### src/design/mcbs_pkg.sv
// constants and types for the maintenance command buffer sequencer
package mcbs_pkg;
  localparam int unsigned CLK_HZ = 50_000_000;
  localparam int unsigned DEPTH = 16;
  localparam int unsigned FIFO_DEPTH = 32;
  localparam logic [3:0] PTR_ZERO = 4'h0;
  localparam logic [3:0] PTR_ONES = 4'hf;
  localparam logic [11:0] CNT_ZERO = 12'h000;
  localparam logic [3:0] BR_ALWAYS = 4'hf;
  localparam logic [3:0] BR_UCHK = 4'he;
  localparam logic [3:0] BR_TI = 4'hd;
  localparam logic [3:0] BR_UEXC = 4'h7;
  localparam logic [7:0] CMD_TEST = 8'h00;
  localparam logic [7:0] CMD_WRITE = 8'h01;
  localparam logic [7:0] CMD_READ_FWD = 8'h02;
  localparam logic [7:0] CMD_NOP = 8'h03;
  localparam logic [7:0] CMD_SENSE = 8'h04;
  localparam logic [7:0] CMD_REWIND = 8'h07;
  localparam logic [7:0] CMD_DIAG_MODE = 8'h0b;
  localparam logic [7:0] CMD_READ_BWD = 8'h0c;
  localparam logic [7:0] CMD_TAPE_MARK = 8'h1f;
  localparam logic [7:0] CMD_START_CHAIN = 8'h4b;
  localparam logic [7:0] CMD_MODE_1600 = 8'hc3;
  localparam logic [7:0] CMD_MODE_800 = 8'hcb;
  localparam logic [7:0] CMD_HANG = 8'hff;
  localparam int unsigned WAIT_P1_MS = 600;
  localparam int unsigned WAIT_P2_MS = 200;
  localparam int unsigned WAIT_P3_MS = 150;
  localparam int unsigned WAIT_P4_MS = 13;
  localparam int unsigned CYC_PER_MS = CLK_HZ / 1000;
  localparam int unsigned WAIT_P1_CYC = WAIT_P1_MS * CYC_PER_MS;
  localparam int unsigned WAIT_P2_CYC = WAIT_P2_MS * CYC_PER_MS;
  localparam int unsigned WAIT_P3_CYC = WAIT_P3_MS * CYC_PER_MS;
  localparam int unsigned WAIT_P4_CYC = WAIT_P4_MS * CYC_PER_MS;
  typedef struct packed {
    logic stop_flag_bit;
    logic address_flag_bit;
    logic branch_flag_bit;
    logic parity;
    logic [7:0] payload;
  } mcbs_entry_t;
  typedef struct packed {
    logic unit_check;
    logic unit_exception;
    logic tape_indicate_flag;
    logic nrzi_status;
  } mcbs_cond_t;
  typedef enum logic [1:0] {
    MCBS_OP_NONE,
    MCBS_OP_WRITE,
    MCBS_OP_READ_FWD,
    MCBS_OP_READ_BWD
  } mcbs_op_t;
endpackage

### src/design/mcbs_fifo.sv
// parameterised valid/ready fifo for forwarded data bytes
`timescale 1ns/10ps
`default_nettype none
module mcbs_fifo #(
  parameter int unsigned WIDTH = 8,
  parameter int unsigned DEPTH = 32
) (
  // clock and reset
  input wire logic clk,
  input wire logic arst_n,
  input wire logic ce,
  // fill side
  input wire logic in_valid,
  output logic in_ready,
  input wire logic [WIDTH-1:0] in_data,
  // drain side
  output logic out_valid,
  input wire logic out_ready,
  output logic [WIDTH-1:0] out_data
);
  localparam int unsigned AW = $clog2(DEPTH);
  logic [WIDTH-1:0] mem_q [DEPTH];
  logic [AW:0] wr_q;
  logic [AW:0] rd_q;
  logic push;
  logic pop;
  assign in_ready = (wr_q - rd_q) != (AW+1)'(DEPTH);
  assign out_valid = wr_q != rd_q;
  assign out_data = mem_q[rd_q[AW-1:0]];
  assign push = in_valid && in_ready && ce;
  assign pop = out_valid && out_ready && ce;
  always_ff @(posedge clk) begin
    if (push) begin
      mem_q[wr_q[AW-1:0]] <= in_data;
    end
  end
  always_ff @(posedge clk or negedge arst_n) begin
    if (!arst_n) begin
      wr_q <= '0;
      rd_q <= '0;
    end else begin
      if (push) begin
        wr_q <= wr_q + 1'b1;
      end
      if (pop) begin
        rd_q <= rd_q + 1'b1;
      end
    end
  end
endmodule
`default_nettype wire

### src/design/mcbs_sequencer.sv
// maintenance command buffer sequencer top
`timescale 1ns/10ps
`default_nettype none
module mcbs_sequencer
  import mcbs_pkg::*;
#(
  parameter int unsigned WAIT_P1 = mcbs_pkg::WAIT_P1_CYC,
  parameter int unsigned WAIT_P2 = mcbs_pkg::WAIT_P2_CYC,
  parameter int unsigned WAIT_P3 = mcbs_pkg::WAIT_P3_CYC,
  parameter int unsigned WAIT_P4 = mcbs_pkg::WAIT_P4_CYC
) (
  // clock and reset
  input wire logic clk,
  input wire logic arst_n,
  input wire logic ce,
  // buffer loading and setup
  input wire logic load_we,
  input wire logic [3:0] load_addr,
  input wire mcbs_pkg::mcbs_entry_t load_entry,
  input wire logic [3:0] command_upper_limit,
  input wire logic [3:0] data_lower_limit,
  input wire logic [3:0] cmd_ptr_preset,
  input wire logic cmd_ptr_set,
  input wire logic [11:0] byte_count_preset,
  input wire logic [1:0] priority_sel,
  input wire logic stop_on_miscompare_switch,
  // operator controls
  input wire logic start,
  input wire logic stop_loop_trigger,
  // unit status
  input wire mcbs_pkg::mcbs_cond_t cond,
  input wire logic cmd_done,
  // data path
  input wire logic [7:0] io_holding_in,
  input wire logic io_holding_valid,
  output logic data_valid,
  input wire logic data_ready,
  output logic [7:0] data_out,
  // command issue
  output logic cmd_valid,
  output logic [7:0] command_reg,
  output logic [7:0] tape_unit_addr,
  output logic parity_error,
  // host channel
  input wire logic host_select,
  output logic host_busy_sm,
  output logic request_in,
  input wire logic host_poll,
  output logic cu_end,
  output logic host_break_ok,
  // status
  output logic running,
  output logic op_complete,
  output logic miscompare,
  output mcbs_pkg::mcbs_entry_t buffer_data_reg,
  output logic [7:0] io_holding_reg,
  output logic [11:0] byte_down_counter,
  output logic [3:0] cmd_ptr,
  output logic [3:0] data_pointer
);
  typedef enum logic [3:0] {
    S_IDLE, S_ADDR0, S_FETCH, S_DECODE, S_EXEC, S_DATA, S_HANG, S_CUE, S_PWAIT
  } mcbs_state_t;
  mcbs_state_t state_q;
  mcbs_entry_t mem_q [DEPTH];
  mcbs_op_t op_q;
  logic chain_q;
  logic hd_latch_q;
  logic pend_q;
  logic stop_pend_q;
  logic force_next_q;
  logic [31:0] wait_q;
  logic [7:0] fifo_in;
  logic fifo_in_valid;
  logic fifo_in_ready;
  logic fetch_go;
  logic cmp_mode;
  mcbs_entry_t fetched;
  logic blocked;
  logic cmp_pend_q;
  logic mis_now;

  function automatic logic br_taken(input logic [3:0] code, input mcbs_cond_t c);
    case (code)
      BR_ALWAYS: br_taken = 1'b1;
      BR_UCHK: br_taken = c.unit_check;
      BR_TI: br_taken = c.tape_indicate_flag;
      BR_UEXC: br_taken = c.unit_exception;
      default: br_taken = 1'b0;
    endcase
  endfunction

  function automatic logic [3:0] cmd_next(input logic [3:0] p, input logic [3:0] ub);
    cmd_next = (p == ub) ? PTR_ZERO : p + 4'h1;
  endfunction

  function automatic logic is_mode(input logic [7:0] c);
    is_mode = (c == CMD_MODE_1600) || (c == CMD_MODE_800) || (c == CMD_DIAG_MODE);
  endfunction

  // buffer storage, 12-bit entries
  always_ff @(posedge clk) begin
    if (ce && load_we) begin
      mem_q[load_addr] <= load_entry;
    end
  end

  assign fetched = mem_q[cmd_ptr];
  assign cmp_mode = (op_q == MCBS_OP_READ_FWD) && stop_on_miscompare_switch;
  // break-in blocked by chain or low density in nrzi
  assign blocked = chain_q || (!hd_latch_q && cond.nrzi_status);
  assign fetch_go = ce && (state_q == S_DATA) && !miscompare && !mis_now && (byte_down_counter != CNT_ZERO)
    && ((op_q == MCBS_OP_WRITE) ? fifo_in_ready : io_holding_valid);
  assign running = state_q != S_IDLE;
  // only between commands
  assign host_break_ok = (state_q == S_IDLE || state_q == S_PWAIT) && !blocked;
  assign host_busy_sm = host_select && running && !host_break_ok;

  // sequencer state machine
  always_ff @(posedge clk or negedge arst_n) begin
    if (!arst_n) begin
      state_q <= S_IDLE;
      cmd_ptr <= PTR_ZERO;
      op_q <= MCBS_OP_NONE;
      cmd_valid <= 1'b0;
      command_reg <= 8'h00;
      tape_unit_addr <= 8'h00;
      chain_q <= 1'b0;
      hd_latch_q <= 1'b0;
      stop_pend_q <= 1'b0;
      force_next_q <= 1'b0;
      wait_q <= '0;
      cu_end <= 1'b0;
      op_complete <= 1'b0;
      parity_error <= 1'b0;
    end else if (ce) begin
      cmd_valid <= 1'b0;
      cu_end <= 1'b0;
      op_complete <= 1'b0;
      if (cmd_ptr_set && state_q == S_IDLE) begin
        cmd_ptr <= cmd_ptr_preset;
      end
      case (state_q)
        S_IDLE: begin
          if (start) begin
            state_q <= S_ADDR0;
          end
        end
        S_ADDR0: begin
          if (mem_q[0].address_flag_bit) begin
            tape_unit_addr <= mem_q[0].payload;
          end
          state_q <= S_FETCH;
        end
        S_FETCH: begin
          cmd_ptr <= cmd_next(cmd_ptr, command_upper_limit);
          parity_error <= ~^{fetched.parity, fetched.payload};
          state_q <= S_DECODE;
        end
        S_DECODE: begin
          stop_pend_q <= buffer_data_reg.stop_flag_bit;
          if (buffer_data_reg.branch_flag_bit) begin
            if (br_taken(buffer_data_reg.payload[7:4], cond)) begin
              cmd_ptr <= buffer_data_reg.payload[3:0];
            end
            state_q <= buffer_data_reg.stop_flag_bit ? S_IDLE : S_FETCH;
          end else if (buffer_data_reg.address_flag_bit) begin
            tape_unit_addr <= buffer_data_reg.payload;
            state_q <= buffer_data_reg.stop_flag_bit ? S_IDLE : S_FETCH;
          end else if (buffer_data_reg.payload == CMD_HANG) begin
            command_reg <= buffer_data_reg.payload;
            cmd_valid <= 1'b1;
            cmd_ptr <= PTR_ZERO;
            state_q <= S_HANG;
          end else begin
            command_reg <= buffer_data_reg.payload;
            cmd_valid <= 1'b1;
            case (buffer_data_reg.payload)
              CMD_WRITE: op_q <= MCBS_OP_WRITE;
              CMD_READ_FWD: op_q <= MCBS_OP_READ_FWD;
              CMD_READ_BWD: op_q <= MCBS_OP_READ_BWD;
              default: op_q <= MCBS_OP_NONE;
            endcase
            if (buffer_data_reg.payload == CMD_START_CHAIN) begin
              chain_q <= 1'b1;
            end
            if (buffer_data_reg.payload == CMD_TEST) begin
              chain_q <= 1'b0;
            end
            if (buffer_data_reg.payload == CMD_MODE_800) begin
              hd_latch_q <= 1'b0;
            end
            if (buffer_data_reg.payload == CMD_MODE_1600) begin
              hd_latch_q <= 1'b1;
            end
            force_next_q <= is_mode(buffer_data_reg.payload) || buffer_data_reg.payload == CMD_NOP;
            state_q <= S_EXEC;
          end
        end
        S_EXEC: begin
          if (op_q != MCBS_OP_NONE) begin
            state_q <= S_DATA;
          end else if (cmd_done) begin
            state_q <= S_CUE;
          end
        end
        S_DATA: begin
          if (byte_down_counter == CNT_ZERO || cmd_done) begin
            op_complete <= 1'b1;
            op_q <= MCBS_OP_NONE;
            state_q <= S_CUE;
          end
        end
        S_HANG: begin
          if (stop_loop_trigger) begin
            state_q <= S_IDLE;
          end
        end
        S_CUE: begin
          if (stop_pend_q) begin
            state_q <= S_IDLE;
          end else if (force_next_q) begin
            force_next_q <= 1'b0;
            state_q <= S_ADDR0;
          end else if (pend_q && !blocked) begin
            if (host_poll) begin
              cu_end <= 1'b1;
              case (priority_sel)
                2'h0: wait_q <= WAIT_P1;
                2'h1: wait_q <= WAIT_P2;
                2'h2: wait_q <= WAIT_P3;
                default: wait_q <= WAIT_P4;
              endcase
              state_q <= S_PWAIT;
            end
          end else begin
            state_q <= S_ADDR0;
          end
        end
        S_PWAIT: begin
          if (host_select) begin
            state_q <= S_IDLE;
          end else if (wait_q <= 32'd1) begin
            state_q <= S_ADDR0;
          end else begin
            wait_q <= wait_q - 32'd1;
          end
        end
        default: state_q <= S_IDLE;
      endcase
    end
  end

  // remembered host request
  always_ff @(posedge clk or negedge arst_n) begin
    if (!arst_n) begin
      pend_q <= 1'b0;
    end else if (ce) begin
      if (host_busy_sm) begin
        pend_q <= 1'b1;
      end else if (cu_end) begin
        pend_q <= 1'b0;
      end
    end
  end
  assign request_in = pend_q && state_q == S_CUE && !stop_pend_q && !force_next_q && !blocked;

  // buffer data register, fetch and freeze
  always_ff @(posedge clk or negedge arst_n) begin
    if (!arst_n) begin
      buffer_data_reg <= '0;
      io_holding_reg <= 8'h00;
    end else if (ce) begin
      if (state_q == S_FETCH) begin
        buffer_data_reg <= fetched;
      end else if (fetch_go) begin
        buffer_data_reg <= mem_q[data_pointer];
      end
      if (fetch_go && op_q != MCBS_OP_WRITE) begin
        io_holding_reg <= io_holding_in;
      end
    end
  end

  // compare of the last fetched byte; freeze on mismatch
  assign mis_now = cmp_pend_q && (buffer_data_reg.payload != io_holding_reg);
  always_ff @(posedge clk or negedge arst_n) begin
    if (!arst_n) begin
      cmp_pend_q <= 1'b0;
      miscompare <= 1'b0;
    end else if (ce) begin
      cmp_pend_q <= fetch_go && cmp_mode;
      if (state_q == S_IDLE && start) begin
        miscompare <= 1'b0;
      end else if (mis_now) begin
        miscompare <= 1'b1;
      end
    end
  end

  // data pointer and byte counter
  always_ff @(posedge clk or negedge arst_n) begin
    if (!arst_n) begin
      data_pointer <= PTR_ZERO;
      byte_down_counter <= CNT_ZERO;
    end else if (ce) begin
      if (state_q == S_DECODE) begin
        data_pointer <= (buffer_data_reg.payload == CMD_READ_BWD) ? PTR_ONES : data_lower_limit;
        byte_down_counter <= byte_count_preset;
      end else if (fetch_go) begin
        byte_down_counter <= byte_down_counter - 12'h001;
        if (op_q == MCBS_OP_READ_BWD) begin
          data_pointer <= (data_pointer == data_lower_limit) ? PTR_ONES : data_pointer - 4'h1;
        end else begin
          data_pointer <= (data_pointer == PTR_ONES) ? data_lower_limit : data_pointer + 4'h1;
        end
      end
    end
  end

  // forward path buffered toward data path
  assign fifo_in = mem_q[data_pointer].payload;
  assign fifo_in_valid = fetch_go && op_q == MCBS_OP_WRITE && !cmp_mode;
  mcbs_fifo #(.WIDTH(8), .DEPTH(FIFO_DEPTH)) u_fifo (
    .clk(clk),
    .arst_n(arst_n),
    .ce(ce),
    .in_valid(fifo_in_valid),
    .in_ready(fifo_in_ready),
    .in_data(fifo_in),
    .out_valid(data_valid),
    .out_ready(data_ready),
    .out_data(data_out)
  );

  property p_wrap;
    @(posedge clk) disable iff (!arst_n)
    (ce && state_q == S_FETCH && cmd_ptr == command_upper_limit) |=> cmd_ptr == PTR_ZERO;
  endproperty
  a_wrap: assert property (p_wrap) else $error("command pointer did not wrap");
  property p_hang;
    @(posedge clk) disable iff (!arst_n)
    (ce && state_q == S_HANG && !stop_loop_trigger) |=> state_q == S_HANG && cmd_ptr == PTR_ZERO;
  endproperty
  a_hang: assert property (p_hang) else $error("hang left early");
  property p_count;
    @(posedge clk) disable iff (!arst_n)
    fetch_go |=> byte_down_counter == $past(byte_down_counter) - 12'h001;
  endproperty
  a_count: assert property (p_count) else $error("byte counter not decremented");
  property p_zero;
    @(posedge clk) disable iff (!arst_n)
    (ce && state_q == S_DATA && byte_down_counter == CNT_ZERO) |-> !fetch_go ##1 (op_complete && state_q == S_CUE);
  endproperty
  a_zero: assert property (p_zero) else $error("zero count did not end the operation");
  property p_freeze;
    @(posedge clk) disable iff (!arst_n)
    (miscompare && !(state_q == S_IDLE && start)) |=> $stable(buffer_data_reg) && $stable(io_holding_reg);
  endproperty
  a_freeze: assert property (p_freeze) else $error("registers changed after miscompare");
  property p_fwd;
    @(posedge clk) disable iff (!arst_n)
    (fetch_go && op_q == MCBS_OP_WRITE && data_pointer == PTR_ONES) |=> data_pointer == data_lower_limit;
  endproperty
  a_fwd: assert property (p_fwd) else $error("data pointer reload wrong");
  property p_bwd;
    @(posedge clk) disable iff (!arst_n)
    (fetch_go && op_q == MCBS_OP_READ_BWD && data_pointer == data_lower_limit) |=> data_pointer == PTR_ONES;
  endproperty
  a_bwd: assert property (p_bwd) else $error("backward reload wrong");
  property p_chain;
    @(posedge clk) disable iff (!arst_n)
    chain_q |-> !host_break_ok;
  endproperty
  a_chain: assert property (p_chain) else $error("break-in during chain");
  property p_cmd;
    @(posedge clk) disable iff (!arst_n)
    cmd_valid |-> !$past(buffer_data_reg.address_flag_bit) && !$past(buffer_data_reg.branch_flag_bit);
  endproperty
  a_cmd: assert property (p_cmd) else $error("flagged entry issued as command");
endmodule
`default_nettype wire

### config.mk
export PLATFORM = sky130hd
export DESIGN_NAME = mcbs_sequencer
export DESIGN_NICKNAME = d
export VERILOG_FILES = /design/src/design/mcbs_pkg.sv /design/src/design/mcbs_fifo.sv /design/src/design/mcbs_sequencer.sv
export SDC_FILE = /design/constraint.sdc
export NUM_CORES = 1
export LEC_CHECK = 0
export BUFFER_PORTS_ARGS = -buffer_cell sky130_fd_sc_hd__buf_2
export CAP_MARGIN = 20
export CORE_UTILIZATION = 48
export CTS_CLUSTER_SIZE = 25
export DETAILED_ROUTE_END_ITERATION = 6
export PLACE_DENSITY = 0.65
export RECOVER_POWER = 100
export SKIP_CTS_REPAIR_TIMING = 1
export SLEW_MARGIN = 20
export SYNTH_ARGS = -nofsm -noshare
export SYNTH_HDL_FRONTEND = slang
export SYNTH_HIERARCHICAL = 1
export SYNTH_SLANG_ARGS = --single-unit
### constraint.sdc
create_clock -name clk -period 5.2 [get_ports clk]
set_clock_uncertainty 0.05 [all_clocks]
set_input_delay 0.26 -clock clk [delete_from_list [all_inputs] [get_ports clk]]
set_output_delay 0.26 -clock clk [all_outputs]
set_load 0.05 [all_outputs]
==> qor.yml <==
netlist_instances: 1660
dp_slack_ns: 1.17
cp-start-kind: "flip-flop"
drive_gt1_frac: 0.193
worst_slack_ns: 0.734
ys.flop_type: "edfxtp_1"
vias: 16348
synth_top_cell_by_area: "edfxtp_1"
worstRegToRegCells: 14
dpl.hpwl_um: 46000
hold_viol_final: 1
status: "finished, violations left"
core_area_um2: 53000
fmax_ghz: 0.224
rsz0062_at_grt: "no"
clock_sinks: 565
ios: 141
cts-root-buf: "clkbuf_16"
viasPerCell: 6.30
hold_depth: 3
io_buffers: 140
crit_type: "reg2reg"
synth_area_um2: 25900
placementRows: 84
grt_pass1_vias: 15937
yosys.area_share.adder: 0.0110
ys_ff_latch: 565
min_path_type: "in2reg"
critPathArrivalTime_ns: 4.69
yosysWarnings: 6
route.detailed.drc: 0
antenna_found_initial: 0
cellPowerDensity_nw_per_um2: 606
syn-mean-instance-area_um2: 15.6
routed_wl_um: 70100
first_pass_iters: 5
globalplace.congestion: 0.887
synth_xor_area_frac: 0.0167
synth_cell_type_count: 78
synthSimpleGateAreaFrac: 0.0783
fin_crit_sh: 0.859
hold_ws_ns: -0.0188
synth_fp_nets: 1749
dieHeight_um: 234
reg.largest.list: "u_fifo/mem_q: 256 flops, mem_q: 192 flops, wait_q: 32 flops"
met3_length_um: 5670
leakagePower_nw: 10.4
drtIter0Drc: 1621
hold_start: "data_lower_limit[2]"
cap_violations: 11
finalCriticalPeriod_ns: 4.47
n_antenna_cell: 0
finalSetupTns_ns: 0
top_layer: "met4"
wl_met2_um: 34500
setup_violations: 0
cts.clk_slew.worst_paths_ns: 0.06
grt_max_degree: 87
synth.area.top_cells: "edfxtp_1 (52%), mux4_2 (13%), dfrtp_1 (11%)"
top_register: "u_fifo/mem_q"
ant_nets: 0
track_usage: 0.257
path_max_fanout: 17
synthToLayoutAreaGrowth_pct: 14.1
grt_overflow: 0
start_util: 0.489
holdPathEnd: "data_pointer[2]$_DFFE_PN0P_"
max-clock-path-buffers: 3
synth.top_cell.area_share: 0.519
maxSlewViolCount: 358
rr_startpoint: "u_fifo/rd_q[4]$_DFFE_PN0P_"
clock_latency_ns: 0.62
synth-compound-area-share: 0.0625
grt_pass1_wl_um: 102000
crit_path_end_kind: "flip-flop"
violations: "negative hold slack, max-capacitance violations, max-slew violations"
synth-edff-count: 448
die_w_um: 234
nets: 1948
dieArea_um2: 54900
worstPathRequired_ns: 5.42
wl_met1_um: 27400
cts_made_buffers: 59
fillCellCount: 4222
rrSetupSlack_ns: 0.73
htreeDepth: 2
cts_tree: "done"
r2r_end: "u_fifo/mem_q[10][6]$_DFFE_PP_"
synth_mux_area_frac: 0.175
synth_top_family_by_area: "multiplexers"
largest_register_ffs: 256
worst_ir_drop_vdd_uv: 434
maxSlewHeadroom: -0.930
tightest_slew_ns: 2.87
postSynth.asyncResetShare: 0.207
ys_seq_area_frac: 0.632
wire_per_inst_um: 27.0
[area by class of cell]
class | count | area [µm²] | share of cell area
multi-input cells | 961 | 8930 | 0.302
clock buffers | 81 | 1620 | 0.0548
clock inverters | 29 | 312 | 0.0105
inverters | 33 | 124 | 0.00419
flip-flops and latches | 565 | 16400 | 0.554
well taps | 688 | 861 | 0.0291
repair buffers | 239 | 1340 | 0.0454
[synthesized netlist by cell type, types with 7 or more instances]
| cell | instances |
|---|---|
| a21oi_1 | 49 |
| nor3b_1 | 7 |
| mux2i_1 | 30 |
| nor3_1 | 33 |
| nand3_1 | 31 |
| mux4_2 | 149 |
| a22o_1 | 9 |
| buf_2 | 24 |
| a221oi_1 | 17 |
| a31oi_1 | 19 |
| mux4_1 | 25 |
| and3_1 | 36 |
| nor2b_1 | 9 |
| xnor2_1 | 24 |
| or3_1 | 13 |
| edfxtp_1 | 448 |
| xor2_1 | 21 |
| nand2b_1 | 10 |
| nor2_1 | 111 |
| nand2_1 | 114 |
| mux2_2 | 16 |
| buf_6 | 7 |
| clkbuf_1 | 60 |
| o22ai_1 | 22 |
| nand4_1 | 9 |
| ha_1 | 22 |
| dfrtp_1 | 117 |
| inv_1 | 31 |
| a22oi_1 | 15 |
| nor4_1 | 11 |
| o21ai_0 | 67 |
[per-stage QoR]
step	utilization	power, mW	std cells	hold slack, ns	area, µm²
floorplan	-	11.5	1660	-0.0856	25900
global route	0.558	18.7	2596	0.00514	29600
global placement	0.519	13.8	2445	0.355	27500
CTS	0.556	18.1	2555	-0.301	29400
finish	0.558	17.9	2596	-0.0188	29600
detailed placement	0.520	13.9	2445	0.360	27500
[where the power goes]
| group | switching [mW] | total [mW] | internal (mW) |
|---|---|---|---|
| registers | 0.594 | 6.52 | 5.93 |
| logic | 4.66 | 7.20 | 2.53 |
| clock network | 1.73 | 4.20 | 2.47 |
[worst max-delay path by stage]
stage,depth (start not counted),to,start,slack [ns]
after floorplan,18,u_fifo/mem_q[27][0]$_DFFE_PP_,u_fifo/rd_q[1]$_DFFE_PN0P_,0.82
after global placement,14,u_fifo/mem_q[15][6]$_DFFE_PP_,u_fifo/rd_q[4]$_DFFE_PN0P_,1.28
after detailed placement,14,u_fifo/mem_q[15][1]$_DFFE_PP_,u_fifo/rd_q[4]$_DFFE_PN0P_,1.17
after CTS,14,u_fifo/mem_q[15][1]$_DFFE_PP_,u_fifo/rd_q[4]$_DFFE_PN0P_,1.14
after global routing,16,u_fifo/mem_q[27][5]$_DFFE_PP_,u_fifo/rd_q[4]$_DFFE_PN0P_,0.38
final,14,u_fifo/mem_q[10][6]$_DFFE_PP_,u_fifo/rd_q[4]$_DFFE_PN0P_,0.73
[layout by cell type (no fill, tap or decap), types with 7 or more instances in the layout]
master / n
clkbuf_1: 120
clkinv_1: 10
o21ai_0: 64
nor2b_1: 9
mux4_2: 149
a22oi_1: 15
a22o_1: 9
clkbuf_2: 9
clkbuf_16: 59
a21oi_1: 50
xor2_1: 21
dfrtp_1: 114
mux2_2: 16
mux4_1: 25
nand4_1: 9
clkinv_2: 7
nand3_1: 31
a31oi_1: 18
ha_1: 22
nand2b_1: 10
a221oi_1: 17
nand2_1: 114
nor3_1: 32
xnor2_1: 24
dlygate4sd3_1: 41
nor2_1: 111
and3_1: 36
o22ai_1: 22
mux2i_1: 30
or3_1: 13
buf_2: 62
buf_4: 21
nor4_1: 11
edfxtp_1: 448
inv_1: 31
nor3b_1: 7
[logic make-up after synthesis]
kind of cell,after synthesis
AO/OA/AOI/OAI,251
XOR/XNOR,47
adder cells (fa/ha/maj),23
buffers and inverters,134
flip-flops,565
multiplexers,223
AND/OR/NAND/NOR,417
[critical path, cell delays in order (launching register included)]
cell and delay (ns):
dfrtp_1 0.42, inv_2 0.40, ha_1 0.38, nand2_1 0.08
nor2_1 0.04, o21ai_0 0.15, a21oi_1 0.11, nand2_1 0.10
mux2i_1 0.08, or4_1 0.51, nor2_1 0.13, nand2_1 0.08
a21oi_1 0.68, clkbuf_1 0.43, and3_1 0.47
[routing by layer]
| metal | vias up | track usage |
|---|---|---|
| met4 | 0 | 0.0990 |
| met2 | 765 | 0.417 |
| met3 | 168 | 0.0529 |
| li1 | 7037 | - |
| met1 | 8378 | 0.340 |
| met5 | - | 0 |
Note: power is estimated with default switching activity, not from simulation.
